**src/logic/indirect_flags_pkg.sv**
```systemverilog
/*
   shared constants, types and decode helpers for the indirect address
   generator and the arithmetic flag register.
   assumes a 12-bit data space with an 8-bit data path.
*/
package indirect_flags_pkg;

   // data space and pointer geometry
   localparam int          PTR_W        = 12;
   localparam int          DATA_W       = 8;
   localparam int          MAX_PTRS     = 4;
   localparam logic [11:0] ALIAS_BASE   = 12'hFE0;
   localparam logic [11:0] ALIAS_STRIDE = 12'h008;
   localparam logic [2:0]  SLOT_LOW     = 3'h5;
   localparam logic [2:0]  SLOT_HIGH    = 3'h6;
   localparam logic [2:0]  SLOT_ALIASES = 3'h5;

   // flag bit positions, values after reset and the alias read value
   localparam int          FLAG_C      = 0;
   localparam int          FLAG_DC     = 1;
   localparam int          FLAG_Z      = 2;
   localparam int          FLAG_OV     = 3;
   localparam int          FLAG_N      = 4;
   localparam logic [7:0]  FLAGS_MASK  = 8'h1F;
   localparam logic [7:0]  FLAGS_RESET = 8'h00;
   localparam logic [11:0] PTR_RESET   = 12'h000;
   localparam logic [7:0]  WORKING_REG_RESET  = 8'h00;
   localparam logic [7:0]  ALIAS_READ  = 8'h00;

   // apb byte offsets
   localparam logic [7:0]  OFS_PTR0_LOW = 8'h00;
   localparam logic [7:0]  OFS_PTR_LAST = 8'h1C;
   localparam logic [7:0]  OFS_FLAGS    = 8'h20;
   localparam logic [7:0]  OFS_WORKING_REG     = 8'h24;
   localparam logic [7:0]  OFS_LAST     = 8'h28;

   typedef enum logic [2:0] {
      MODE_PLAIN, MODE_POST_DEC, MODE_POST_INC, MODE_PRE_INC, MODE_INDEXED
   } ptr_mode_e;

   typedef enum logic [3:0] {
      OP_ADD, OP_SUB, OP_AND, OP_IOR, OP_XOR, OP_RRC, OP_RLC, OP_CLR,
      OP_BITCLR, OP_BITSET, OP_SWAP, OP_MOVE_FF, OP_MOVE_WF
   } alu_op_e;

   typedef struct packed {
      logic [1:0]  ptrSel;
      ptr_mode_e   mode;
      logic        write;
      logic [7:0]  wdata;
   } acc_req_s;

   typedef struct packed {
      logic        valid;
      logic        write;
      logic [11:0] addr;
      logic [7:0]  wdata;
   } mem_req_s;

   typedef struct packed {
      alu_op_e     op;
      logic [7:0]  a;
      logic [7:0]  b;
      logic        destFlags;
   } alu_req_s;

   // address of one alias or pointer byte slot of pointer idx
   function automatic logic [11:0] slotAddr(input logic [1:0] idx, input logic [2:0] slot);
      slotAddr = ALIAS_BASE + ALIAS_STRIDE * {10'h000, idx} + {9'h000, slot};
   endfunction

   // true when addr falls in the slot group of a present pointer for numPtr 1 to 3; at 4 the 12-bit bound wraps to 000h, never true
   function automatic logic inGroup(input logic [11:0] addr, input int numPtr);
      inGroup = (addr >= ALIAS_BASE) &&
                (addr < ALIAS_BASE + ALIAS_STRIDE * 12'(numPtr));
   endfunction

endpackage

```
**src/logic/flag_alu.sv**
```systemverilog
/*
   8-bit alu result and arithmetic flag computation.
   assumes flagsIn is the current flag register; purely combinational.
*/
`timescale 1ns/100ps
module flag_alu
   import indirect_flags_pkg::*;
(
   // operation and current flags
   input  wire alu_req_s   req,
   input  wire logic [7:0] flagsIn,
   // outputs
   output logic [7:0]      result,
   output logic [7:0]      flagsOut,
   output logic            affects
);

   logic [8:0] sum;
   logic [4:0] nib;
   logic [7:0] addend;
   logic       carryIn;

   always_comb begin
      addend  = (req.op == OP_SUB) ? ~req.b : req.b;
      carryIn = (req.op == OP_SUB);
      sum     = {1'b0, req.a} + {1'b0, addend} + {8'h00, carryIn};
      nib     = {1'b0, req.a[3:0]} + {1'b0, addend[3:0]} + {4'h0, carryIn};
   end

   // result and flags per operation
   always_comb begin
      result   = 8'h00;
      flagsOut = flagsIn & FLAGS_MASK;
      affects  = 1'b1;
      case (req.op)
         OP_ADD, OP_SUB: begin
            result = sum[7:0];
            flagsOut[FLAG_C]  = sum[8];
            flagsOut[FLAG_DC] = nib[4];
            flagsOut[FLAG_OV] = (req.a[7] == addend[7]) && (sum[7] != req.a[7]);
         end
         OP_AND:  result = req.a & req.b;
         OP_IOR:  result = req.a | req.b;
         OP_XOR:  result = req.a ^ req.b;
         OP_RRC: begin
            result = {flagsIn[FLAG_C], req.a[7:1]};
            flagsOut[FLAG_C]  = req.a[0];
            flagsOut[FLAG_DC] = req.a[4];
         end
         OP_RLC: begin
            result = {req.a[6:0], flagsIn[FLAG_C]};
            flagsOut[FLAG_C]  = req.a[7];
            flagsOut[FLAG_DC] = req.a[3];
         end
         OP_CLR:    result = 8'h00;
         OP_BITCLR: begin
            result  = req.a & ~(8'h01 << req.b[2:0]);
            affects = 1'b0;
         end
         OP_BITSET: begin
            result  = req.a | (8'h01 << req.b[2:0]);
            affects = 1'b0;
         end
         OP_SWAP: begin
            result  = {req.a[3:0], req.a[7:4]};
            affects = 1'b0;
         end
         OP_MOVE_FF, OP_MOVE_WF: begin
            result  = req.a;
            affects = 1'b0;
         end
         default: begin
            affects = 1'b0;
         end
      endcase
      if (affects) begin
         flagsOut[FLAG_N] = result[7];
         flagsOut[FLAG_Z] = (result == 8'h00);
      end
   end

endmodule // flag_alu

```
**src/logic/indirect_addr_flags.sv**
```systemverilog
/*
   indirect data address generator with three 12-bit pointers, five alias
   modes each, and the arithmetic flag register, with an apb register port.
   assumes the core issues one access and one alu op per cycle at most and
   that the data ram answers a read in the same cycle it is addressed.
*/
//
// Behaviour
// - plain alias: pointer address, pointer unchanged
// - post-decrement: use pointer, then minus one
// - post-increment: use pointer, then plus one
// - pre-increment: add one, then use it
// - indexed: pointer plus signed working register
// - pointer stepping never touches any flag
// - stepping spans all twelve pointer bits
// - reading an alias gives 00h, sets zero
// - writing an alias stores nothing, flags kept
// - writing pointer byte stores, skips stepping
// - flag-affecting op into flags: flags win
// - bit, swap and move ops keep flags
// - flag bits 7..5 read zero
// - negative follows result msb
// - overflow on signed sign-bit change
// - zero flag set on zero result
// - digit carry from bit 3, rotate bit
// - carry from msb, rotate end bit
// - subtract by two's complement, borrow inverted
// - three 12-bit pointers, high and low bytes
`timescale 1ns/100ps
module indirect_addr_flags
   import indirect_flags_pkg::*;
#(
   parameter int NUM_PTR = 3
)
(
   // clock and reset
   input  wire logic        clk,
   input  wire logic        resetn,
   // apb register port
   input  wire logic        psel,
   input  wire logic        penable,
   input  wire logic        pwrite,
   input  wire logic [7:0]  paddr,
   input  wire logic [31:0] pwdata,
   output logic [31:0]      prdata,
   output logic             pready,
   output logic             pslverr,
   // core indirect access request
   input  wire logic        accValid,
   input  wire acc_req_s    accReq,
   output logic             accDone,
   output logic [7:0]       accRdata,
   // data ram port
   output mem_req_s         memReq,
   input  wire logic [7:0]  memRdata,
   // core alu request
   input  wire logic        aluValid,
   input  wire alu_req_s    aluReq,
   output logic             aluDone,
   output logic [7:0]       aluResult,
   // flag register seen by the core
   output logic [7:0]       flags
);

   // refuse pointer counts the select field cannot reach
   if (NUM_PTR < 1 || NUM_PTR > MAX_PTRS) begin : g_check
      $error("NUM_PTR must be 1 to 4");
   end

   typedef struct packed {
      logic [NUM_PTR-1:0][11:0] ptr;
      logic [7:0]               flags;
      logic [7:0]               working_reg;
      mem_req_s                 mem;
      logic                     accDone;
      logic [7:0]               accRdata;
      logic                     aliasDone;
      logic                     aluDone;
      logic [7:0]               aluResult;
      logic [31:0]              prdata;
      logic                     pslverr;
      logic [11:0]              lastAddr;
      logic                     lastAlias;
      logic                     lastPtrByte;
   } state_s;

   state_s st_reg;
   state_s st_next;

   logic [11:0] selPtr;
   logic [11:0] effAddr;
   logic [11:0] ptrNext;
   logic [7:0]  aluOut;
   logic [7:0]  aluFlags;
   logic        aluAffects;
   logic        hitGroup;
   logic [1:0]  hitIdx;
   logic [2:0]  hitSlot;
   logic        hitAlias;
   logic        hitLow;
   logic        hitHigh;
   logic        apbSetup;
   logic        apbWrite;
   logic [3:0]  ptrWord;

   // pointer select past NUM_PTR uses PTR_RESET instead of a pointer
   assign selPtr = (32'(accReq.ptrSel) < NUM_PTR) ? st_reg.ptr[accReq.ptrSel] : PTR_RESET;

   ptr_unit u_ptr (
      .ptr     (selPtr),
      .mode    (accReq.mode),
      .working_reg    (st_reg.working_reg),
      .effAddr (effAddr),
      .ptrNext (ptrNext)
   );

   flag_alu u_alu (
      .req      (aluReq),
      .flagsIn  (st_reg.flags),
      .result   (aluOut),
      .flagsOut (aluFlags),
      .affects  (aluAffects)
   );

   // decode the target: alias slot or pointer byte of a present pointer, none when NUM_PTR is 4
   always_comb begin
      hitGroup = inGroup(effAddr, NUM_PTR);
      hitIdx   = 2'((effAddr - ALIAS_BASE) >> 3);
      hitSlot  = effAddr[2:0];
      hitAlias = hitGroup && (hitSlot < SLOT_ALIASES);
      hitLow   = hitGroup && (hitSlot == SLOT_LOW);
      hitHigh  = hitGroup && (hitSlot == SLOT_HIGH);
   end

   // apb phases; zero wait states
   assign apbSetup = psel && !penable;
   assign apbWrite = psel && penable && pwrite;
   // word index: bit 0 picks the high byte at 8n+4, the rest the pointer
   assign ptrWord  = paddr[5:2];

   // next state
   always_comb begin
      st_next           = st_reg;
      st_next.mem.valid = 1'b0;
      st_next.accDone   = 1'b0;
      st_next.aliasDone = 1'b0;
      st_next.aluDone   = 1'b0;

      // ram read finishes one cycle after the request edge
      if (st_reg.mem.valid && !st_reg.mem.write) begin
         st_next.accRdata = memRdata;
         st_next.accDone  = 1'b1;
      end else if (st_reg.mem.valid || st_reg.aliasDone) begin
         st_next.accDone = 1'b1;
      end

      // apb write; flags and pointers share with the core, core wins below
      if (apbWrite) begin
         if (paddr <= OFS_PTR_LAST && paddr[1:0] == 2'b00 && 32'(ptrWord >> 1) < NUM_PTR) begin
            if (ptrWord[0]) begin
               st_next.ptr[ptrWord >> 1][11:8] = pwdata[3:0];
            end else begin
               st_next.ptr[ptrWord >> 1][7:0] = pwdata[7:0];
            end
         end else if (paddr == OFS_FLAGS) begin
            st_next.flags = pwdata[7:0] & FLAGS_MASK;
         end else if (paddr == OFS_WORKING_REG) begin
            st_next.working_reg = pwdata[7:0];
         end
      end

      // core alu operation
      if (aluValid) begin
         st_next.aluDone   = 1'b1;
         st_next.aluResult = aluOut;
         if (aluAffects) begin
            st_next.flags = aluFlags;
         end else if (aluReq.destFlags) begin
            st_next.flags = aluOut & FLAGS_MASK;
         end
      end

      // core indirect access; pointer write-back on the request edge
      if (accValid) begin
         st_next.lastAddr    = effAddr;
         st_next.lastAlias   = hitAlias;
         st_next.lastPtrByte = accReq.write && (hitLow || hitHigh);
         if (hitAlias) begin
            st_next.aliasDone = 1'b1;
            if (!accReq.write) begin
               st_next.accRdata      = ALIAS_READ;
               st_next.flags[FLAG_Z] = 1'b1;
            end
         end else if (accReq.write && (hitLow || hitHigh)) begin
            st_next.aliasDone = 1'b1;
            if (hitHigh) begin
               st_next.ptr[hitIdx][11:8] = accReq.wdata[3:0];
            end else begin
               st_next.ptr[hitIdx][7:0] = accReq.wdata;
            end
         end else begin
            st_next.mem.valid = 1'b1;
            st_next.mem.write = accReq.write;
            st_next.mem.addr  = effAddr;
            st_next.mem.wdata = accReq.wdata;
            if (32'(accReq.ptrSel) < NUM_PTR) begin
               st_next.ptr[accReq.ptrSel] = ptrNext;
            end
         end
         // reading pointer bytes indirectly goes through the ram path;
         // the ram is expected to mirror them, a known limitation
      end

      // apb read data captured in the setup cycle
      if (apbSetup) begin
         st_next.prdata  = 32'h0000_0000;
         st_next.pslverr = 1'b0;
         if (paddr <= OFS_PTR_LAST && paddr[1:0] == 2'b00 && 32'(ptrWord >> 1) < NUM_PTR) begin
            if (ptrWord[0]) begin
               st_next.prdata[3:0] = st_reg.ptr[ptrWord >> 1][11:8];
            end else begin
               st_next.prdata[7:0] = st_reg.ptr[ptrWord >> 1][7:0];
            end
         end else if (paddr == OFS_FLAGS) begin
            st_next.prdata[7:0] = st_reg.flags & FLAGS_MASK;
         end else if (paddr == OFS_WORKING_REG) begin
            st_next.prdata[7:0] = st_reg.working_reg;
         end else if (paddr == OFS_LAST) begin
            st_next.prdata[13:0] = {st_reg.lastPtrByte, st_reg.lastAlias, st_reg.lastAddr};
         end else begin
            st_next.pslverr = 1'b1;
         end
      end
   end

   // state register
   always_ff @(posedge clk or negedge resetn) begin
      if (!resetn) begin
         st_reg <= '0;
         st_reg.flags <= FLAGS_RESET;
         st_reg.working_reg  <= WORKING_REG_RESET;
         for (int i = 0; i < NUM_PTR; i++) begin
            st_reg.ptr[i] <= PTR_RESET;
         end
      end else begin
         st_reg <= st_next;
      end
   end

   // outputs
   assign pready    = psel && penable;
   assign prdata    = st_reg.prdata;
   assign pslverr   = st_reg.pslverr && psel && penable;
   assign accDone   = st_reg.accDone;
   assign accRdata  = st_reg.accRdata;
   assign memReq    = st_reg.mem;
   assign aluDone   = st_reg.aluDone;
   assign aluResult = st_reg.aluResult;
   assign flags     = st_reg.flags & FLAGS_MASK;

endmodule // indirect_addr_flags

```
**src/logic/ptr_unit.sv**
```systemverilog
/*
   effective address and next pointer value for one alias access.
   assumes the caller writes ptrNext back in the same cycle it uses effAddr.
*/
`timescale 1ns/100ps
module ptr_unit
   import indirect_flags_pkg::*;
(
   // selected pointer and offset source
   input  wire logic [11:0] ptr,
   input  wire ptr_mode_e   mode,
   input  wire logic [7:0]  working_reg,
   // results
   output logic [11:0]      effAddr,
   output logic [11:0]      ptrNext
);

   logic [11:0] incr;
   logic [11:0] decr;

   // full 12-bit arithmetic, wraps modulo 4096
   // carry into high byte
   assign incr = ptr + 12'h001;
   assign decr = ptr - 12'h001;

   // address select and write-back value per alias
   always_comb begin
      effAddr = ptr;
      ptrNext = ptr;
      case (mode)
         MODE_PLAIN: begin
            effAddr = ptr;
         end
         MODE_POST_DEC: begin
            ptrNext = decr;
         end
         MODE_POST_INC: begin
            ptrNext = incr;
         end
         MODE_PRE_INC: begin
            effAddr = incr;
            ptrNext = incr;
         end
         MODE_INDEXED: begin
            effAddr = ptr + {{4{working_reg[7]}}, working_reg};
         end
         default: begin
            effAddr = ptr;
         end
      endcase
   end

endmodule // ptr_unit

```
**config.mk**
```make
export PLATFORM = sky130hd
export DESIGN_NAME = indirect_addr_flags
export DESIGN_NICKNAME = d
export VERILOG_FILES = /design/src/logic/indirect_flags_pkg.sv /design/src/logic/flag_alu.sv /design/src/logic/indirect_addr_flags.sv /design/src/logic/ptr_unit.sv
export SDC_FILE = /design/constraint.sdc
export NUM_CORES = 1
export LEC_CHECK = 0
export BUFFER_PORTS_ARGS = -buffer_cell sky130_fd_sc_hd__buf_2
export CAP_MARGIN = 15
export CORE_ASPECT_RATIO = 0.7
export CORE_UTILIZATION = 55
export CTS_CLUSTER_SIZE = 12
export DETAILED_ROUTE_END_ITERATION = 12
export PLACE_DENSITY = 0.85
export SYNTH_ARGS = -nofsm -noshare
export SYNTH_HDL_FRONTEND = slang
export SYNTH_SLANG_ARGS = --single-unit
export TNS_END_PERCENT = 100
```
**constraint.sdc**
```tcl
create_clock -name clk -period 5.4 [get_ports clk]
set_input_delay 1.62 -clock clk [delete_from_list [all_inputs] [get_ports clk]]
set_output_delay 1.62 -clock clk [all_outputs]
set_load 0.02 [all_outputs]
```
# [Word level (Yosys, flattened, before mapping)]
# Index checks and enable logic that the tools add are counted.
[classes] reduce_logical=30 n_shift=1 mux=70 div_mod_pow=0 bitwise=11 n_addsub=8 eq_ne=25 order_cmp=12 multipliers=0
[op_table] operator="two-way mux 36 bit" count=7
[op_table] operator="bitwise mux 36 bit" count=5
[op_table] operator="demux 12 bit (select 2 bit)" count=5
[op_table] operator="two-way mux 8 bit" count=15
[op_table] operator="one-hot mux 8 bit (10 select lines)" count=1
[op_table] operator="two-way mux 12 bit" count=6
[op_table] operator="two-way mux 22 bit" count=3
[op_table] operator="two-way mux 52 bit" count=1
[op_table] operator="binary-select mux 12 bit (select 2 bit)" count=2
[op_table] operator="one-hot mux 12 bit (2 select lines)" count=2
[op_table] operator="== test 8 x 6 -> 1 bit, second input constant" count=3
[op_table] operator="== test 4 bit, second input constant" count=5
[op_table] operator="two-way mux 6 bit" count=3
[op_table] operator="two-way mux 9 bit" count=2
[op_table] operator="logical AND 1 bit" count=17
[op_table] operator="bitwise AND 8 bit" count=2
[op_table] operator="== test 4 x 3 -> 1 bit, second input constant" count=4
[op_table] operator="two-way mux 16 bit" count=1
[op_table] operator="inverter 8 bit" count=2
[op_table] operator="OR 8 bit" count=2
[op_table] operator="two-way mux 14 bit" count=1
[op_table] operator="two-way mux 1 bit" count=13
[op_table] operator="adder 12 x 1 -> 12 bit, second input constant" count=1
[op_table] operator="adder 12 bit" count=1
[op_table] operator="38 further kinds" count=53
[totals] romBits=0 regBits=122 output_inout_bits=82 latchBits=0 wordCells=178 inputBits=90 n_memories=0 ram_bits=0

# [Depth between registers and ports, before layout]
[logic_depth] ltp_word=15 depth_mapped=20 mapped_depth_nobuf=16

# [Cells and area by module]
# Synthesis repeated with hierarchy kept, for this count alone.
[unflattened] hier_cells=1114 hier_area_um2=10030.9
[modules_own_cells] mod="indirect_addr_flags" cells_per_inst=680 area_each_um2=7123.1 n_inst=1 seq_area_each_um2=3052.9
[modules_own_cells] mod="flag_alu" cells_per_inst=240 area_each_um2=1607.8 n_inst=1 seq_area_each_um2=0.0
[modules_own_cells] mod="ptr_unit" cells_per_inst=194 area_each_um2=1300.0 n_inst=1 seq_area_each_um2=0.0

# [Worst setup path after synthesis]
# OpenSTA, ideal clock, no wires.
[synth_timing] path_kind="input to register" start="input port accReq[13] (netlist name)" end="register st_reg[137] (netlist name)" required_time_ps=5306 arrival_time_ps=5426 setup_time_ps=94 setup_slack_ps=-120 path_buffers=2 path_stages=16 path_cell_list="buf_6 -> mux2i_1 -> a2bb2oi_1 -> inv_2 -> ha_1 -> a211oi_1 -> o21bai_1 -> a21o_1 -> a221oi_2 -> mux2i_1 -> a221oi_4 -> nand4_4 -> or4_1 -> buf_2 -> mux2_4 -> a221oi_2"
[synth_lines] item="start, declared" line="indirect_addr_flags.sv:50" source="input wire acc_req_s accReq,"
[synth_lines] item="end signal, assigned" line="indirect_addr_flags.sv:246" source="st_reg <= st_next;"
[synth_lines] item="end, declared" line="indirect_addr_flags.sv:87" source="state_s st_reg;"

==> metrics.md <==
| Metric | Value |
|---|---|
| Status | `complete, no violations` |
| Fraction of layout cells with a size suffix above 1 | `0.264` |
| Beginning of the critical path | `accReq[13]` |
| Worst slack, placed | `-0.387 ns` |
| P_int | `2.16 mW` |
| Clock Sinks | `119` |
| Clock slew at reported path FFs | `0.06 ns` |
| Worst Tran Pin Value | `1.01 ns` |
| Area grow syn2layout | `18.2%` |
| Fmax | `0.187 GHz` |
| Vias post-DR | `10230` |
| Core area | `17300 µm²` |
| Clock power frac | `0.327` |
| Die area | `18400 µm²` |
| Leak | `5.49 nW` |
| Die X | `162 µm` |
| Top-count cell post-synth | `dfrtp_1` |
| Crit path capture | `st_reg[125]` |
| Vias per cell | `6.57` |
| Final-report setup violation count | `0` |
| Area post-placement | `10900 µm²` |
| Global-route usage over all layers | `0.382` |
| Largest net degree at the start of global routing | `85` |
| GRT Residual Overflow | `0` |
| Final instance area | `11600 µm²` |
| Seq pwr share | `0.325` |
| RR Endpoint | `st_reg[125]` |
| Mapped Area | `9830 µm²` |
| Hold-fix buffers, CTS | `0` |
| Initial Util | `0.568` |
| DRT Pass-1 Iters | `7` |
| Post-synthesis cell count | `1174` |
| Power Dens Cells | `296 nW/µm²` |
| Worst Setup End Kind | `flip-flop` |
| Number of synthesized flops with an enable pin | `0` |
| CP Data Required Time | `5.72 ns` |
| Fraction of registers with async set or reset after synthesis | `1.00` |
| FF+latch count, synth | `119` |
| Final Hold Slack | `0.456 ns` |
| DIE HEIGHT | `114 µm` |
| Cell variety after synth | `93` |
| Clk_skew | `0.0145 ns` |
| Max FO, Critical Path | `8` |
| Fin nets | `1426` |
| Final worst-path cycle share | `0.989` |
| Final core utilization | `0.671` |
| Inserted Clock Buffers | `17` |
| Antenna Violating Nets Remaining | `0` |
| I/O Buffers | `126` |
| Startpoint types | `input pin` |
| Fillers | `1408` |
| Sw Share | `0.373` |
| Final WS setup | `0.0615 ns` |
| Drt wl/cell | `22.7 µm` |
| Yosys top cell by area | `dfrtp_1` |
| Number of antenna violations at the first check in global routing | `0` |
| Worst-skew pair later-pin latency | `0.43 ns` |
| CTS root buf | `clkbuf_16` |
| Vias in the first global route | `9290` |
| YS warnings | `0` |
| Final Critical Period | `5.34 ns` |
| MaxCap Viol Count | `0` |
| Hpwl dp | `26.4 mm` |
| Main flop type after synthesis | `dfrtp_1` |
| Final WL | `35.4 mm` |
| CTS tree | `done` |
| Gate power share | `0.348` |
| Post-synthesis area per instance | `8.38 µm²` |
| Kind of critical path | `input pin to flip-flop` |
| Routability Congestion | `0.998` |
| Critical path arrival | `5.66 ns` |
| Cells on worst reg2reg path | `15` |
| Post-synthesis sequential area ratio | `0.303` |
| First-pass GRT wire length | `53.1 mm` |
| Synth area leaders | `dfrtp_1, mux2i_1, buf_4` |
| Drt drc | `0` |
| Hold Crit Class | `flip-flop to flip-flop` |
| NetSw | `1.28 mW` |
| Number of DRC markers in iteration 0 | `1677` |
| Longest Clk Path Bufs | `2` |
| R2R Path Start | `st_reg[134]` |
| Yosys top cell area share | `0.303` |
| Peak supply drop | `299 µV` |
| # diodes | `0` |
| # IOs | `172` |
| Post-synth top cells | `dfrtp_1, nand2_1, nor2_1` |
| Max FFs per register | `60` |
| Slew HR | `0.325` |
| Reg2Reg Setup Slack | `1.14 ns` |
| Final Max Slew Viols | `0` |
| Core Rows | `40` |
| H-tree levels | `4` |
| Final hold violations | `0` |
## layout by cell type, fill, tap and decap left out, types with 7 or more instances in the layout
cell type / synthesis / final
a21o_1: 13 / 12
a21oi_1: 68 / 68
a221oi_1: 40 / 36
a222oi_1: 7 / 7
a22oi_1: 10 / 10
and2_1: 7 / 7
and3_1: 13 / 13
buf_2: 7 / 124
buf_4: 78 / 123
clkbuf_16: 0 / 17
conb_1: 1 / 21
dfrtp_1: 119 / 119
ha_1: 19 / 18
inv_1: 29 / 29
mux2_2: 20 / 20
mux2i_1: 80 / 79
nand2_1: 118 / 118
nand2b_1: 10 / 10
nand3_1: 22 / 22
nand4_1: 13 / 13
nor2_1: 111 / 111
nor2b_1: 12 / 12
nor3_1: 27 / 26
nor4_1: 10 / 10
o211ai_1: 12 / 12
o21a_1: 13 / 13
o21ai_0: 73 / 72
xnor2_1: 19 / 19
xor2_1: 16 / 16
## power by group through the flow
| stage | combinational (mW) | sequential [mW] | clock (mW) |
|---|---|---|---|
| floorplan | 0.771 | 1.09 | 0 |
| finish | 1.20 | 1.12 | 1.12 |
| global placement | 1.11 | 1.12 | 0 |
| detailed placement | 1.13 | 1.12 | 0 |
| global route | 1.27 | 1.13 | 1.16 |
| CTS | 1.14 | 1.11 | 1.12 |
## worst max-delay path: stages
cell       delay [ns]
buf_4            0.19
buf_4            0.19
mux2i_1          0.25
a2bb2oi_2        0.30
inv_2            0.07
ha_1             0.33
a21oi_1          0.15
nand2_1          0.12
a31o_2           0.29
a221oi_4         0.27
mux2i_2          0.14
a221oi_4         0.36
nand4_4          0.18
buf_4            0.20
or3_4            0.41
mux2_2           0.31
a221oi_2         0.27
## how the worst min path moves through the flow
stage	slack, ns	from	cells past startpoint	endpoint
finish	0.46	st_reg[56]	1	accDone
global route	0.46	st_reg[56]	1	accDone
floorplan	0.41	st_reg[56]	1	accDone
CTS	0.45	st_reg[56]	1	accDone
detailed placement	0.44	st_reg[56]	1	accDone
global placement	0.42	st_reg[56]	1	accDone
## per-stage QoR
step | total power [mW] | TNS (ns) | cells
2_1_floorplan | 1.86 | 0 | 1194
6_report | 3.44 | 0 | 1558
4_1_cts | 3.37 | 0 | 1556
5_1_grt | 3.56 | -0.626 | 1558
3_3_place_gp | 2.23 | -11.35 | 1525
3_5_place_dp | 2.25 | -13.85 | 1525
## layout make-up
type / instances / area, µm² / area share
Multi-Input combinational cell: 891 / 6010 / 0.517
Sequential cell: 119 / 2980 / 0.256
Timing Repair Buffer: 251 / 1630 / 0.140
Clock buffer: 17 / 425 / 0.0366
Tap cell: 231 / 289 / 0.0249
Clock inverter: 14 / 153 / 0.0131
Inverter: 35 / 131 / 0.0113
## per-layer routing
metal	global-route usage	vias to the layer above	wire length, µm
li1	-	4508	-
met1	0.554	4864	15100
met2	0.524	774	14400
met3	0.140	84	5150
met4	0.109	0	771
met5	0	-	0
## logic make-up (layout without fill, tap and decap cells)
kind of cell,count (synthesis),count (layout),share of synthesized area
buf+inv,184,317,0.104
simple gates,384,384,0.190
flops,119,119,0.303
fa+ha+maj,21,21,0.0282
xor+xnor,35,35,0.0312
other cells,1,21,0.000381
mux,104,104,0.110
compound gates,326,326,0.234
## timing repair
item                                    4_1_cts  5_1_grt
resized for setup                             0       16
endpoints found under the setup margin        0       56
setup buffers                                 0        1
No activity file was read; power rests on OpenSTA's default activity.
